File: config.mk
export PLATFORM = sky130hd
export DESIGN_NAME = sbdsk_unit
export DESIGN_NICKNAME = d
export VERILOG_FILES = /design/src/rtl/sbdsk_pkg.sv /design/src/rtl/sbdsk_sub_alu.sv /design/src/rtl/sbdsk_unit.sv
export SDC_FILE = /design/constraint.sdc
export NUM_CORES = 1
export LEC_CHECK = 0
export BUFFER_PORTS_ARGS = -buffer_cell sky130_fd_sc_hd__buf_2
export CAP_MARGIN = 40
export CORE_MARGIN = 10
export CORE_UTILIZATION = 32
export CTS_CLUSTER_SIZE = 14
export DETAILED_ROUTE_END_ITERATION = 8
export PLACE_DENSITY_LB_ADDON = 0.1
export SYNTH_ARGS = -nofsm -noshare
export SYNTH_HDL_FRONTEND = slang
export SYNTH_SLANG_ARGS = --single-unit
File: constraint.sdc
create_clock -name clk_sys -period 2.5 [get_ports clk_sys]
set_clock_uncertainty 0.2 [all_clocks]
set_input_delay 0.25 -clock clk_sys [delete_from_list [all_inputs] [get_ports clk_sys]]
set_output_delay 0.25 -clock clk_sys [all_outputs]
set_load 0.02 [all_outputs]
File: src/rtl/sbdsk_pkg.sv
// shared types and constants for the subtract-borrow / decrement-skip unit
package sbdsk_pkg;
    localparam int unsigned DATA_W = 8;
    localparam int unsigned ADDR_W = 8;
    localparam logic [7:0] BYTE_ZERO = 8'h00;
    localparam logic [7:0] BYTE_ONE = 8'h01;
    localparam logic [7:0] ACC_RESET = 8'h00;
    localparam int unsigned NIB_W = 4;
    localparam int unsigned SIGN_BIT = 7;

    typedef enum logic [1:0] {
        SBDSK_OP_NONE = 2'h0,
        SBDSK_OP_SUB_ACC = 2'h1,
        SBDSK_OP_SUB_MEM = 2'h2,
        SBDSK_OP_DEC_SKIP = 2'h3
    } sbdsk_op_e;

    typedef enum logic [1:0] {
        SBDSK_ST_IDLE = 2'h0,
        SBDSK_ST_WRITE = 2'h1,
        SBDSK_ST_DUMMY = 2'h2
    } sbdsk_state_e;

    // status flags held by the core; this unit updates them
    typedef struct packed {
        logic overflow_flag;
        logic zero_flag;
        logic auxiliary_carry_flag;
        logic carry_flag;
    } sbdsk_flags_s;

    // instruction request from the decoder, with the operand already read
    typedef struct packed {
        logic valid;
        sbdsk_op_e op;
        logic [ADDR_W-1:0] addr;
        logic [DATA_W-1:0] operand;
    } sbdsk_req_s;

    // write request towards data memory
    typedef struct packed {
        logic we;
        logic [ADDR_W-1:0] addr;
        logic [DATA_W-1:0] wdata;
    } sbdsk_mem_wr_s;

    // result of one subtraction
    typedef struct packed {
        logic [DATA_W-1:0] diff;
        sbdsk_flags_s flags;
    } sbdsk_alu_s;
endpackage

File: src/rtl/sbdsk_sub_alu.sv
// 8-bit subtract-with-borrow core with flag generation
`timescale 1ns/1ps
`default_nettype none
module sbdsk_sub_alu (
    input wire logic [7:0] minuend,
    input wire logic [7:0] subtrahend,
    input wire logic carry_in,
    output sbdsk_pkg::sbdsk_alu_s result
);
    logic [sbdsk_pkg::DATA_W:0] full;
    logic [sbdsk_pkg::NIB_W:0] low;
    logic borrow_in;

    always_comb begin
        // borrow is the complement of carry
        borrow_in = ~carry_in;
        full = {1'b0, minuend} - {1'b0, subtrahend} - {8'h00, borrow_in};
        low = {1'b0, minuend[sbdsk_pkg::NIB_W-1:0]}
            - {1'b0, subtrahend[sbdsk_pkg::NIB_W-1:0]} - {4'h0, borrow_in};
        result.diff = full[sbdsk_pkg::DATA_W-1:0];
        // carry set when no borrow out, i.e. result not negative
        result.flags.carry_flag = ~full[sbdsk_pkg::DATA_W];
        result.flags.auxiliary_carry_flag = ~low[sbdsk_pkg::NIB_W];
        result.flags.zero_flag = (full[sbdsk_pkg::DATA_W-1:0] == sbdsk_pkg::BYTE_ZERO);
        result.flags.overflow_flag = (minuend[sbdsk_pkg::SIGN_BIT]
            ^ subtrahend[sbdsk_pkg::SIGN_BIT])
            & (minuend[sbdsk_pkg::SIGN_BIT] ^ full[sbdsk_pkg::SIGN_BIT]);
    end
endmodule
`default_nettype wire

File: src/rtl/sbdsk_unit.sv
// execution unit for subtract-with-borrow and decrement-skip instructions
`timescale 1ns/1ps
`default_nettype none
module sbdsk_unit (
    input wire logic clk_sys,
    input wire logic reset_n,
    input wire sbdsk_pkg::sbdsk_req_s req,
    output logic busy,
    output logic done,
    output logic skip_next,
    output logic [7:0] acc,
    output sbdsk_pkg::sbdsk_flags_s flags,
    output sbdsk_pkg::sbdsk_mem_wr_s mem_wr
);
    typedef struct packed {
        sbdsk_pkg::sbdsk_state_e state;
        logic busy;
        logic done;
        logic skip_next;
        logic [7:0] acc;
        sbdsk_pkg::sbdsk_flags_s flags;
        sbdsk_pkg::sbdsk_mem_wr_s mem_wr;
    } sbdsk_core_s;

    sbdsk_core_s st_reg;
    sbdsk_core_s st_next;
    sbdsk_pkg::sbdsk_alu_s alu;
    logic [7:0] dec_val;

    sbdsk_sub_alu u_alu (
        .minuend(st_reg.acc),
        .subtrahend(req.operand),
        .carry_in(st_reg.flags.carry_flag),
        .result(alu)
    );

    always_comb begin
        st_next = st_reg;
        st_next.done = 1'b0;
        st_next.skip_next = 1'b0;
        st_next.mem_wr.we = 1'b0;
        dec_val = req.operand - sbdsk_pkg::BYTE_ONE;
        case (st_reg.state)
            sbdsk_pkg::SBDSK_ST_IDLE: begin
                if (req.valid) begin
                    case (req.op)
                        sbdsk_pkg::SBDSK_OP_SUB_ACC: begin
                            st_next.acc = alu.diff;
                            st_next.flags = alu.flags;
                            st_next.done = 1'b1;
                        end
                        sbdsk_pkg::SBDSK_OP_SUB_MEM: begin
                            st_next.mem_wr.we = 1'b1;
                            st_next.mem_wr.addr = req.addr;
                            st_next.mem_wr.wdata = alu.diff;
                            st_next.flags = alu.flags;
                            st_next.done = 1'b1;
                        end
                        sbdsk_pkg::SBDSK_OP_DEC_SKIP: begin
                            // flags untouched
                            st_next.mem_wr.we = 1'b1;
                            st_next.mem_wr.addr = req.addr;
                            st_next.mem_wr.wdata = dec_val;
                            if (dec_val == sbdsk_pkg::BYTE_ZERO) begin
                                st_next.skip_next = 1'b1;
                                st_next.busy = 1'b1;
                                st_next.state = sbdsk_pkg::SBDSK_ST_DUMMY;
                            end else begin
                                st_next.done = 1'b1;
                            end
                        end
                        default: begin
                            st_next.state = sbdsk_pkg::SBDSK_ST_IDLE;
                        end
                    endcase
                end
            end
            sbdsk_pkg::SBDSK_ST_DUMMY: begin
                // dummy cycle while the skipped instruction is fetched
                st_next.busy = 1'b0;
                st_next.done = 1'b1;
                st_next.state = sbdsk_pkg::SBDSK_ST_IDLE;
            end
            default: begin
                st_next.busy = 1'b0;
                st_next.state = sbdsk_pkg::SBDSK_ST_IDLE;
            end
        endcase
    end

    always_ff @(posedge clk_sys or negedge reset_n) begin
        if (!reset_n) begin
            st_reg <= '0;
        end else begin
            st_reg <= st_next;
        end
    end

    assign busy = st_reg.busy;
    assign done = st_reg.done;
    assign skip_next = st_reg.skip_next;
    assign acc = st_reg.acc;
    assign flags = st_reg.flags;
    assign mem_wr = st_reg.mem_wr;

    logic [8:0] chk_full;
    assign chk_full = {1'b0, st_reg.acc} - {1'b0, req.operand}
        - {8'h00, ~st_reg.flags.carry_flag};

    wire accept = req.valid && st_reg.state == sbdsk_pkg::SBDSK_ST_IDLE;

    // flag reference built apart from the alu
    logic [sbdsk_pkg::NIB_W:0] chk_low;
    logic chk_ovf;
    logic is_sub;
    assign chk_low = {1'b0, st_reg.acc[sbdsk_pkg::NIB_W-1:0]}
        - {1'b0, req.operand[sbdsk_pkg::NIB_W-1:0]}
        - {4'h0, ~st_reg.flags.carry_flag};
    assign chk_ovf = (st_reg.acc[sbdsk_pkg::SIGN_BIT] != req.operand[sbdsk_pkg::SIGN_BIT])
        && (chk_full[sbdsk_pkg::SIGN_BIT] != st_reg.acc[sbdsk_pkg::SIGN_BIT]);
    assign is_sub = req.op == sbdsk_pkg::SBDSK_OP_SUB_ACC
        || req.op == sbdsk_pkg::SBDSK_OP_SUB_MEM;

    sub_acc_result_a: assert property (@(posedge clk_sys) disable iff (!reset_n)
        accept && req.op == sbdsk_pkg::SBDSK_OP_SUB_ACC |=> acc == $past(chk_full[7:0]) && done)
        else $error("accumulator subtract result wrong");

    sub_carry_flag_a: assert property (@(posedge clk_sys) disable iff (!reset_n)
        accept && (req.op == sbdsk_pkg::SBDSK_OP_SUB_ACC || req.op == sbdsk_pkg::SBDSK_OP_SUB_MEM)
        |=> flags.carry_flag == !$past(chk_full[8]))
        else $error("carry after subtract wrong");

    sub_mem_write_a: assert property (@(posedge clk_sys) disable iff (!reset_n)
        accept && req.op == sbdsk_pkg::SBDSK_OP_SUB_MEM |=> mem_wr.we
        && mem_wr.wdata == $past(chk_full[7:0]) && acc == $past(st_reg.acc))
        else $error("memory subtract write wrong");

    dec_skip_write_a: assert property (@(posedge clk_sys) disable iff (!reset_n)
        accept && req.op == sbdsk_pkg::SBDSK_OP_DEC_SKIP |=> mem_wr.we
        && mem_wr.wdata == $past(req.operand) - sbdsk_pkg::BYTE_ONE
        && skip_next == ($past(req.operand) == sbdsk_pkg::BYTE_ONE))
        else $error("decrement skip wrong");

    skip_dummy_cycle_a: assert property (@(posedge clk_sys) disable iff (!reset_n)
        skip_next |-> busy && !done ##1 !busy && done)
        else $error("skip did not take one dummy cycle");

    dec_flags_hold_a: assert property (@(posedge clk_sys) disable iff (!reset_n)
        accept && req.op == sbdsk_pkg::SBDSK_OP_DEC_SKIP |=> $stable(flags))
        else $error("decrement skip changed flags");

    sub_zero_flag_a: assert property (@(posedge clk_sys) disable iff (!reset_n)
        accept && req.op == sbdsk_pkg::SBDSK_OP_SUB_ACC
        |=> flags.zero_flag == (acc == sbdsk_pkg::BYTE_ZERO))
        else $error("zero flag wrong");

    no_skip_single_a: assert property (@(posedge clk_sys) disable iff (!reset_n)
        accept && req.op == sbdsk_pkg::SBDSK_OP_DEC_SKIP && req.operand != sbdsk_pkg::BYTE_ONE
        |=> done && !busy)
        else $error("non-zero decrement should finish in one cycle");

    sub_overflow_flag_a: assert property (@(posedge clk_sys) disable iff (!reset_n)
        accept && is_sub |=> flags.overflow_flag == $past(chk_ovf))
        else $error("overflow flag after subtract wrong");

    sub_aux_carry_a: assert property (@(posedge clk_sys) disable iff (!reset_n)
        accept && is_sub |=> flags.auxiliary_carry_flag == !$past(chk_low[sbdsk_pkg::NIB_W]))
        else $error("aux carry after subtract wrong");

    mem_zero_flag_a: assert property (@(posedge clk_sys) disable iff (!reset_n)
        accept && req.op == sbdsk_pkg::SBDSK_OP_SUB_MEM
        |=> flags.zero_flag == (mem_wr.wdata == sbdsk_pkg::BYTE_ZERO))
        else $error("zero flag after memory subtract wrong");

    mem_write_addr_a: assert property (@(posedge clk_sys) disable iff (!reset_n)
        accept && (req.op == sbdsk_pkg::SBDSK_OP_SUB_MEM || req.op == sbdsk_pkg::SBDSK_OP_DEC_SKIP)
        |=> mem_wr.addr == $past(req.addr))
        else $error("write-back address wrong");

    sub_mem_single_a: assert property (@(posedge clk_sys) disable iff (!reset_n)
        accept && req.op == sbdsk_pkg::SBDSK_OP_SUB_MEM
        |=> done && !busy && !skip_next)
        else $error("memory subtract should finish in one cycle");

    acc_no_write_a: assert property (@(posedge clk_sys) disable iff (!reset_n)
        accept && req.op == sbdsk_pkg::SBDSK_OP_SUB_ACC |=> !mem_wr.we && !skip_next)
        else $error("accumulator subtract touched memory");

    dec_acc_hold_a: assert property (@(posedge clk_sys) disable iff (!reset_n)
        accept && req.op == sbdsk_pkg::SBDSK_OP_DEC_SKIP |=> $stable(acc))
        else $error("decrement skip changed accumulator");

    skip_write_zero_a: assert property (@(posedge clk_sys) disable iff (!reset_n)
        skip_next |-> mem_wr.we && mem_wr.wdata == sbdsk_pkg::BYTE_ZERO)
        else $error("skip without a zero write-back");

    skip_late_done_a: assert property (@(posedge clk_sys) disable iff (!reset_n)
        accept && req.op == sbdsk_pkg::SBDSK_OP_DEC_SKIP && req.operand == sbdsk_pkg::BYTE_ONE
        |=> !done && busy)
        else $error("skipping decrement finished too early");

    busy_after_skip_a: assert property (@(posedge clk_sys) disable iff (!reset_n)
        busy |-> skip_next)
        else $error("busy without a skip");

    skip_one_pulse_a: assert property (@(posedge clk_sys) disable iff (!reset_n)
        skip_next |=> !skip_next && !mem_wr.we)
        else $error("skip pulse longer than one cycle");

    dummy_refuse_a: assert property (@(posedge clk_sys) disable iff (!reset_n)
        busy |=> !busy && !mem_wr.we && !skip_next && $stable(acc) && $stable(flags))
        else $error("request taken during the dummy cycle");

    op_none_idle_a: assert property (@(posedge clk_sys) disable iff (!reset_n)
        accept && req.op == sbdsk_pkg::SBDSK_OP_NONE
        |=> !done && !mem_wr.we && $stable(acc) && $stable(flags))
        else $error("empty request changed state");

    reset_clear_a: assert property (@(posedge clk_sys)
        !reset_n ##1 !reset_n |-> !busy && !done && !skip_next && !mem_wr.we
        && acc == sbdsk_pkg::ACC_RESET && flags == '0)
        else $error("outputs not cleared in reset");
endmodule
`default_nettype wire

# == Word level (Yosys, flattened, before mapping) ==
# Cells that the tools add are included.
# totals
output_inout_bits,32
elab_cells,56
in_bits,21
register_bits,34
# op_classes
add_sub_neg,5
eq_ne,9
mux,14
bitwise_logic,6
reduce_logical,10
# op_table
op,count
34-bit 2-to-1 mux,1
17-bit case mux with 2 select lines,1
30-bit 2-to-1 mux,1
8-bit zero test,2
3-bit AND reduction,5
8-bit by 8-bit subtractor with 9-bit output,1
9-bit by 1-bit subtractor with 9-bit output,1
8-bit 2-to-1 mux,1
8-bit by 1-bit subtractor with 8-bit output (second input constant),1
2-bit equality test (second input constant),3
3-bit 2-to-1 mux,2
2-bit != test (second input constant),3
4-bit by 4-bit subtractor with 5-bit output,1
5-bit by 1-bit subtractor with 5-bit output,1
1-bit 2-to-1 mux,4
4-bit 2-to-1 mux,1
1-bit case mux with 2 select lines,2
2-bit case mux with 2 select lines,1
3-bit != test (second input constant),1
1-bit inverter,3
2-bit by 1-bit equality test with 1-bit output (second input constant),1
2-bit zero test,1
2-bit by 1-bit != test with 1-bit output (second input constant),1
2-bit nonzero test,1
other kinds (3),4

# == Logic depth before layout (Yosys ltp) ==
# Gate-level depths: netlist of the first run.
# logic_depth
depth_word,7
mapped_depth,10

# == Modules after synthesis ==
# A second synthesis of the first run with hierarchy kept.
# hier_totals
hier_cells,257
area_unflattened_um2,2412.3
# by_module_without_submodules
module,area_per_inst_um2,seq_area_each_um2,cells_each,instances
sbdsk_unit,1829.3,825.8,181,1
sbdsk_sub_alu,583.1,0.0,76,1

# == Worst setup path before layout of the first run ==
# OpenSTA, ideal clock, no wires.
# synth_path
path_kind,register -> register
start,"reg st_reg, in the netlist acc[0]"
end,"reg st_reg, in the netlist mem_wr[6]"
period_less_slack_ps,2421
path_buffers,0
arrival_time_ps,2095
slack_ps,79
stages_incl_launch_ff,11
cell_sequence,dfrtp_1 > inv_1 > fa_1 > inv_1 > fa_1 > nand2b_1 > a2111oi_0 > a21oi_1 > xnor2_1 > a2bb2oi_1 > o21ai_0
# synth_between
elab_chain_len,3
# synth_rtl
item,line_no,rtl
from (decl),sbdsk_unit.sv:25,sbdsk_core_s st_reg;
from (signal assigned),sbdsk_unit.sv:95,st_reg <= st_next;
8-bit by 8-bit subtractor with 9-bit output,sbdsk_sub_alu.sv:17,"full = {1'b0, minuend} - {1'b0, subtrahend} - {8'h00, borrow_in};"
9-bit by 1-bit subtractor with 9-bit output,sbdsk_sub_alu.sv:17,
17-bit case mux with 2 select lines,sbdsk_unit.sv:46,case (req.op)
# Every way passes these cells. The select of a mux whose other input is x is not followed.
# A chain may end at the register's enable or synchronous reset.

# == Final worst setup path of the first run ==
# layout_path
start,"reg st_reg, in the netlist acc[0]"
end,"reg st_reg, in the netlist flags[2]"
# layout_between
elab_chain_len,3
# layout_rtl
item,line_no,rtl
8-bit by 8-bit subtractor with 9-bit output,sbdsk_sub_alu.sv:17,
9-bit by 1-bit subtractor with 9-bit output,sbdsk_sub_alu.sv:17,
8-bit zero test,sbdsk_sub_alu.sv:24,result.flags.zero_flag = (full[sbdsk_pkg::DATA_W-1:0] == sbdsk_pkg::BYTE_ZERO);
# Every way passes these cells.

==> flow_summary.ini, run 1 <==
[place]
dp_hpwl_mm = 4.58
port_buffers = 52
place_area_um2 = 2540
gp_congestion = 0.816

[floorplan]
ios = 53
coreArea_um2 = 6870
start_util = 0.332
fp.dieW_um = 104
die_height_um = 104
floorplan.rows = 30
fp.dieArea_um2 = 10900

[outcome]
outcome = finished clean

[detailed_routing]
vias = 1814
drtAntennaViolNets = 0
firstDrtPassIters = 5
drc = 0
drt_wl_total_mm = 5.95
drt_iter0_markers = 62
vias_per_cell = 4.45
wl_per_cell_um = 14.6

[worst_setup_path]
path_class = reg -> reg
r2r.worst_path.cells = 10
startpoint_type = flip-flop
worstPathArrival_ps = 2430
reg2reg_setup_slack_ps = 80
r2r_start = acc[0]
cp-end-kind = flip-flop
path_max_fanout = 3
worstReg2RegEnd = flags[2]
required_ps = 2520

[pwr]
power.density_nw_per_um2 = 1300
total_power_mw = 3.71
ir_worst_vdd_mv = 0.546
p_leak_nw = 1.45

[synthesis]
synth_edf_count = 0
ys.flop_type = dfrtp_1
ys_warn_count = 0
netlist_instances = 261
synth_cell_types = 39
ys_async_sr_fraction = 1.00
netlist_area_um2 = 2280
ys_seq_elements = 33
synth_nets = 304
yosysSeqAreaShare = 0.362
avgSynthCellArea_um2 = 8.74

[cts]
clkTransAtPathRegs_ps = 80
cts_made_buffers = 5
cts_max_path_buffers = 2
tritoncts = done
root_buffer = clkbuf_8
cts_sinks = 33
htreeDepth = 2
clock_latency_ps = 290

[timing]
min_period_ps = 2420
clock.fmax_ghz = 0.414
report.final.slew_viol_count = 0
tns_ps = 0
tightest_slew_ps = 760
finalHoldViolations = 0
rsz0062_at_grt = true
worst_slew_margin_rel = 0.493
setup_viol = 0
fin_crit_sh = 0.966

[layout]
final_nets = 354
fin_area_um2 = 2860
syn2layout_area_growth_pct = 25.5
largest_reg_flops = 17
num_antenna_cells = 0
drive_above_1_share = 0.343
final_core_util = 0.417

[global_routing]
grt_pass1_vias = 1833
grt_first_pass_wirelength_mm = 9.80
overflow = 0
grt_max_degree = 34
grt_usage = 0.110
antenna_found_initial = 0

[flow_run]
maxCapViolCount = 0

[worst_hold_path]
min_from = req[18]
worst_hold_path.endpoint = mem_wr[6]
worstHoldPathCells = 3
hp-class = in -> reg
[worst max-delay path, cell delays in order, from the launching register on]
cell and delay, ps:
dfrtp_1 390, inv_2 60, fa_2 190, inv_2 40, fa_2 340, nand2b_4 170, a2111oi_4 380, a21oi_2 90
xnor2_2 220, nand4_1 140, o21ai_1 140
[report_power, final]
group | switching (mW) | total, mW | internal [mW]
logic | 1.32 | 2.49 | 1.17
registers | 0.107 | 0.810 | 0.703
clock network | 0.225 | 0.417 | 0.192
total | 1.65 | 3.71 | 2.07
[synthesized netlist by cell type, types with 2 or more instances]
library cell  count  area (um2)
a21boi_0          2        15.0
a21oi_1           3        15.0
a22o_1            4        35.0
a22oi_1           3        22.5
a2bb2oi_1         2        17.5
buf_4            29         218
clkbuf_1          6        22.5
dfrtp_1          33         826
fa_1              2        40.0
ha_1             20         250
inv_1            30         113
mux2_2            3        33.8
nand2_1          50         188
nand2b_1          3        18.8
nor2_1           10        37.5
nor2b_1           3        18.8
nor4_1            2        12.5
o21ai_0          18        90.1
o21ai_1           2        10.0
o22ai_1           3        18.8
xnor2_1          11        96.3
xor2_1            5        43.8
[worst max-delay path by stage]
stage	from	slack (ps)	endpoint	cells after the start
floorplan	acc[0]	80	mem_wr[6]	10
global placement	acc[0]	-70	mem_wr[6]	10
detailed placement	acc[0]	-170	mem_wr[6]	10
CTS	acc[0]	7	flags[2]	10
global route	acc[0]	-80	flags[2]	10
finish	acc[0]	80	flags[2]	10
[cell families after synthesis]
| group | after synthesis | share of synthesized area |
|---|---|---|
| AND/OR/NAND/NOR | 75 | 0.144 |
| adder cells (fa/ha/maj) | 22 | 0.127 |
| buffers and inverters | 67 | 0.159 |
| flip-flops | 33 | 0.362 |
| AO/OA/AOI/OAI | 44 | 0.125 |
| XOR/XNOR | 17 | 0.0686 |
| multiplexers | 3 | 0.0148 |
[area by class of cell]
class	count	area [um2]
Fill cell	747	4010
Multi-Input combinational cell	161	1230
Sequential cell	33	826
Timing Repair Buffer	79	485
Tap cell	96	120
Inverter	31	116
Clock buffer	5	68.8
Clock inverter	3	17.5
[placed cells by master (no fill, tap or decap), types with 2 or more instances in the layout]
master,instances
a21oi_2,2
a22o_1,4
a22oi_1,3
buf_2,52
buf_4,18
clkbuf_8,5
clkinv_2,2
dfrtp_1,33
dlygate4sd3_1,9
fa_2,2
ha_1,16
ha_2,2
ha_4,2
inv_1,26
inv_2,4
mux2_2,3
nand2_1,50
nand2b_1,2
nor2_1,10
nor2b_1,3
nor4_1,2
o21ai_0,11
o21ai_1,7
o21ai_2,2
o22ai_1,2
xnor2_1,8
xnor2_2,3
xor2_1,5
[metrics by stage]
stage,hold slack (ps),worst slack [ps],instances
2_1_floorplan,-246,78.6,261
3_3_place_gp,187,-65.3,389
3_5_place_dp,189,-165,389
4_1_cts,131,7.18,406
5_1_grt,147,-83.6,408
6_report,102,83.9,408
[metal layers]
metal | track usage | wire length, um | vias to the layer above
li1 | - | - | 923
met4 | 0.0338 | 58 | 0
met2 | 0.158 | 2570 | 38
met1 | 0.150 | 2940 | 848
met3 | 0.0372 | 386 | 5
met5 | 0 | 0 | -
[timing repair]
| item | in CTS | in global routing |
|---|---|---|
| endpoints found under the hold margin | 41 | 0 |
| buffers inserted | 0 | 2 |
| gates resized for setup | 5 | 33 |
| hold buffers | 9 | 0 |
| setup endpoints to repair | 4 | 10 |
| pin swaps | 3 | 11 |
Note: power is estimated with default switching activity, not from simulation.
==> run 2, diff against run 1 <==
--- a/config.mk
+++ b/config.mk
@@ -14,4 +14,5 @@
 export PLACE_DENSITY_LB_ADDON = 0.1
 export SYNTH_ARGS = -nofsm -noshare
 export SYNTH_HDL_FRONTEND = slang
+export SYNTH_HIERARCHICAL = 1
 export SYNTH_SLANG_ARGS = --single-unit
==> flow_summary.ini, run 2 <==
[outcome]
outcome = complete, but fails checks
violations = setup timing

[synthesis]
synth_top_family_by_area = simple AND/OR/NAND/NOR gates
netlist_area_um2 = 2410
synth_common_cells = nand2_1, dfrtp_1, inv_1, buf_4, ha_1
synth_cell_types = 49
ys_async_sr_fraction = 1.00
netlist_instances = 257
synth_most_common_cell = nand2_1
synth_edf_count = 0
synthXorXnorAreaFrac = 0.0539
synth_nets = 300
avgSynthCellArea_um2 = 9.39
ys_seq_elements = 33
ys.flop_type = dfrtp_1
synthSimpleGateAreaFrac = 0.157
synthMuxAreaShare = 0.0669
ys_warn_count = 6
yosysSeqAreaShare = 0.342
ys_top_cells_by_area = dfrtp_1, ha_1, buf_4
synthAdderAreaFrac = 0.120
synth_top_area_cell = dfrtp_1
yosysTopAreaCellShare = 0.342
synth_compound_gate_area_share = 0.104

[global_routing]
grtUsageMet1 = 0.146
grt_pass1_vias = 1976
overflow = 0
grt_use_met3 = 0.0365
grt_usage = 0.110
grt_busiest_layer = met2
grt_max_degree = 34
use_met2 = 0.165
grt_first_pass_wirelength_mm = 10.1
antenna_found_initial = 0

[timing]
rsz0062_at_grt = true
tightest_slew_ps = 788
min_period_ps = 2780
clock.fmax_ghz = 0.360
finalHoldViolations = 0
fin_crit_sh = 1.11
worst_slew_margin_rel = 0.475
timing.final.ws_setup_ps = -277
tns_ps = -546
setup_viol = 5
report.final.slew_viol_count = 0

[layout]
final_nets = 375
layout_commonest_cell = buf_2
most-common-layout-cells = buf_2, nand2_1, buf_4
largest_reg_flops = 17
drive_above_1_share = 0.456
syn2layout_area_growth_pct = 31.6
num_antenna_cells = 0

[worst_setup_path]
cp-end-kind = flip-flop
worstPathArrival_ps = 2810
cp_cell_sequence = inv_2 > fa_2 > inv_2 > ha_4 > xor2_2 > or3_4 > or4_4 > nor3_2 > mux2_4
cp_slowest_cell = fa_2
timing.critical_path.mode_cell = inv_2
path_class = reg -> reg
required_ps = 2530
startpoint_type = flip-flop
critical_path.max_stage_delay_ps = 580
path_max_fanout = 2

[floorplan]
die_height_um = 107
start_util = 0.331
ios = 53
fp.dieArea_um2 = 11400
floorplan.rows = 31
coreArea_um2 = 7290
fp.dieW_um = 107

[detailed_routing]
drc = 0
firstDrtPassIters = 4
vias_per_cell = 4.41
drt_iter0_markers = 65
drt_wl_total_mm = 6.12
vias = 1905
wl_per_cell_um = 14.2
drtAntennaViolNets = 0

[pwr]
ir_worst_vdd_mv = 0.576
total_power_mw = 4.20
p_leak_nw = 1.62
power.density_nw_per_um2 = 1320

[place]
port_buffers = 52
gp_congestion = 0.770
dp_hpwl_mm = 4.70

[cts]
clock_latency_ps = 290
cts_sinks = 33
cts_max_path_buffers = 2
root_buffer = clkbuf_8
clkTransAtPathRegs_ps = 80
htreeDepth = 2
tritoncts = done
cts_made_buffers = 5

[worst_hold_path]
hp-class = in -> reg

[flow_run]
maxCapViolCount = 0
-- run 2: repair_timing --
| action | 4_1_cts | 5_1_grt |
|---|---|---|
| hold endpoints to repair | 41 | 0 |
| setup endpoints to repair | 6 | 10 |
| hold buffers | 9 | 0 |
| setup buffers | 1 | 5 |
| pin swaps | 1 | 11 |
| resized for setup | 7 | 26 |
-- run 2: critical path, delay by kind of cell, from the launching register on --
kind	cells	cell delay [ps]
simple gates	3	960
mux	1	150
flops	1	380
xor+xnor	1	150
buf+inv	2	100
fa+ha+maj	2	790
-- run 2: path summary, 6_finish.rpt --
check	depth (start not counted)	endpoint	from	slack (ps)
max	9	flags[2]	flags[0]	-280
min	4	done	req[18]	160
max reg2reg	9	flags[2]	flags[0]	-280
min reg2reg	2	mem_wr[8]	mem_wr[8]	280
max in group asynchronous	2	mem_wr[0]	reset_n	1210
min in group asynchronous	2	acc[5]	reset_n	380
-- run 2: power by group --
part	leakage (nW)	internal (mW)	total, mW	switching (mW)
registers	0.406	0.708	0.799	0.0910
clock network	0.0439	0.192	0.411	0.219
logic	1.17	1.54	2.99	1.44
-- run 2: logic make-up after synthesis --
family          Yosys count
buf+inv                  66
fa+ha+maj                22
flops                    33
simple gates             72
mux                      14
compound gates           36
xor+xnor                 14
-- run 2: stage by stage --
step           hold slack, ps  cells  area (um2)  setup slack [ps]  utilization
6_report                  163    432        3170              -277        0.435
5_1_grt                   173    432        3170              -350        0.435
4_1_cts                   157    427        3020              -224        0.414
3_5_place_dp              196    409        2810              -232        0.385
3_3_place_gp              192    409        2810              -212        0.385
2_1_floorplan            -246    257        2420              -132            -
-- run 2: layout make-up --
cell class,count,area [um2]
Clock buffer,5,68.8
Fill cell,759,4120
Tap cell,99,124
Multi-Input combinational cell,158,1360
Timing Repair Buffer,101,658
Sequential cell,33,826
Clock inverter,3,17.5
Inverter,33,124
-- run 2: routing by layer --
metal,up-vias,part of all wire,routed length (um)
met5,-,0,0
met1,894,0.48,2940
met4,0,0.0087,53
met3,4,0.063,387
met2,40,0.45,2730
li1,967,-,-
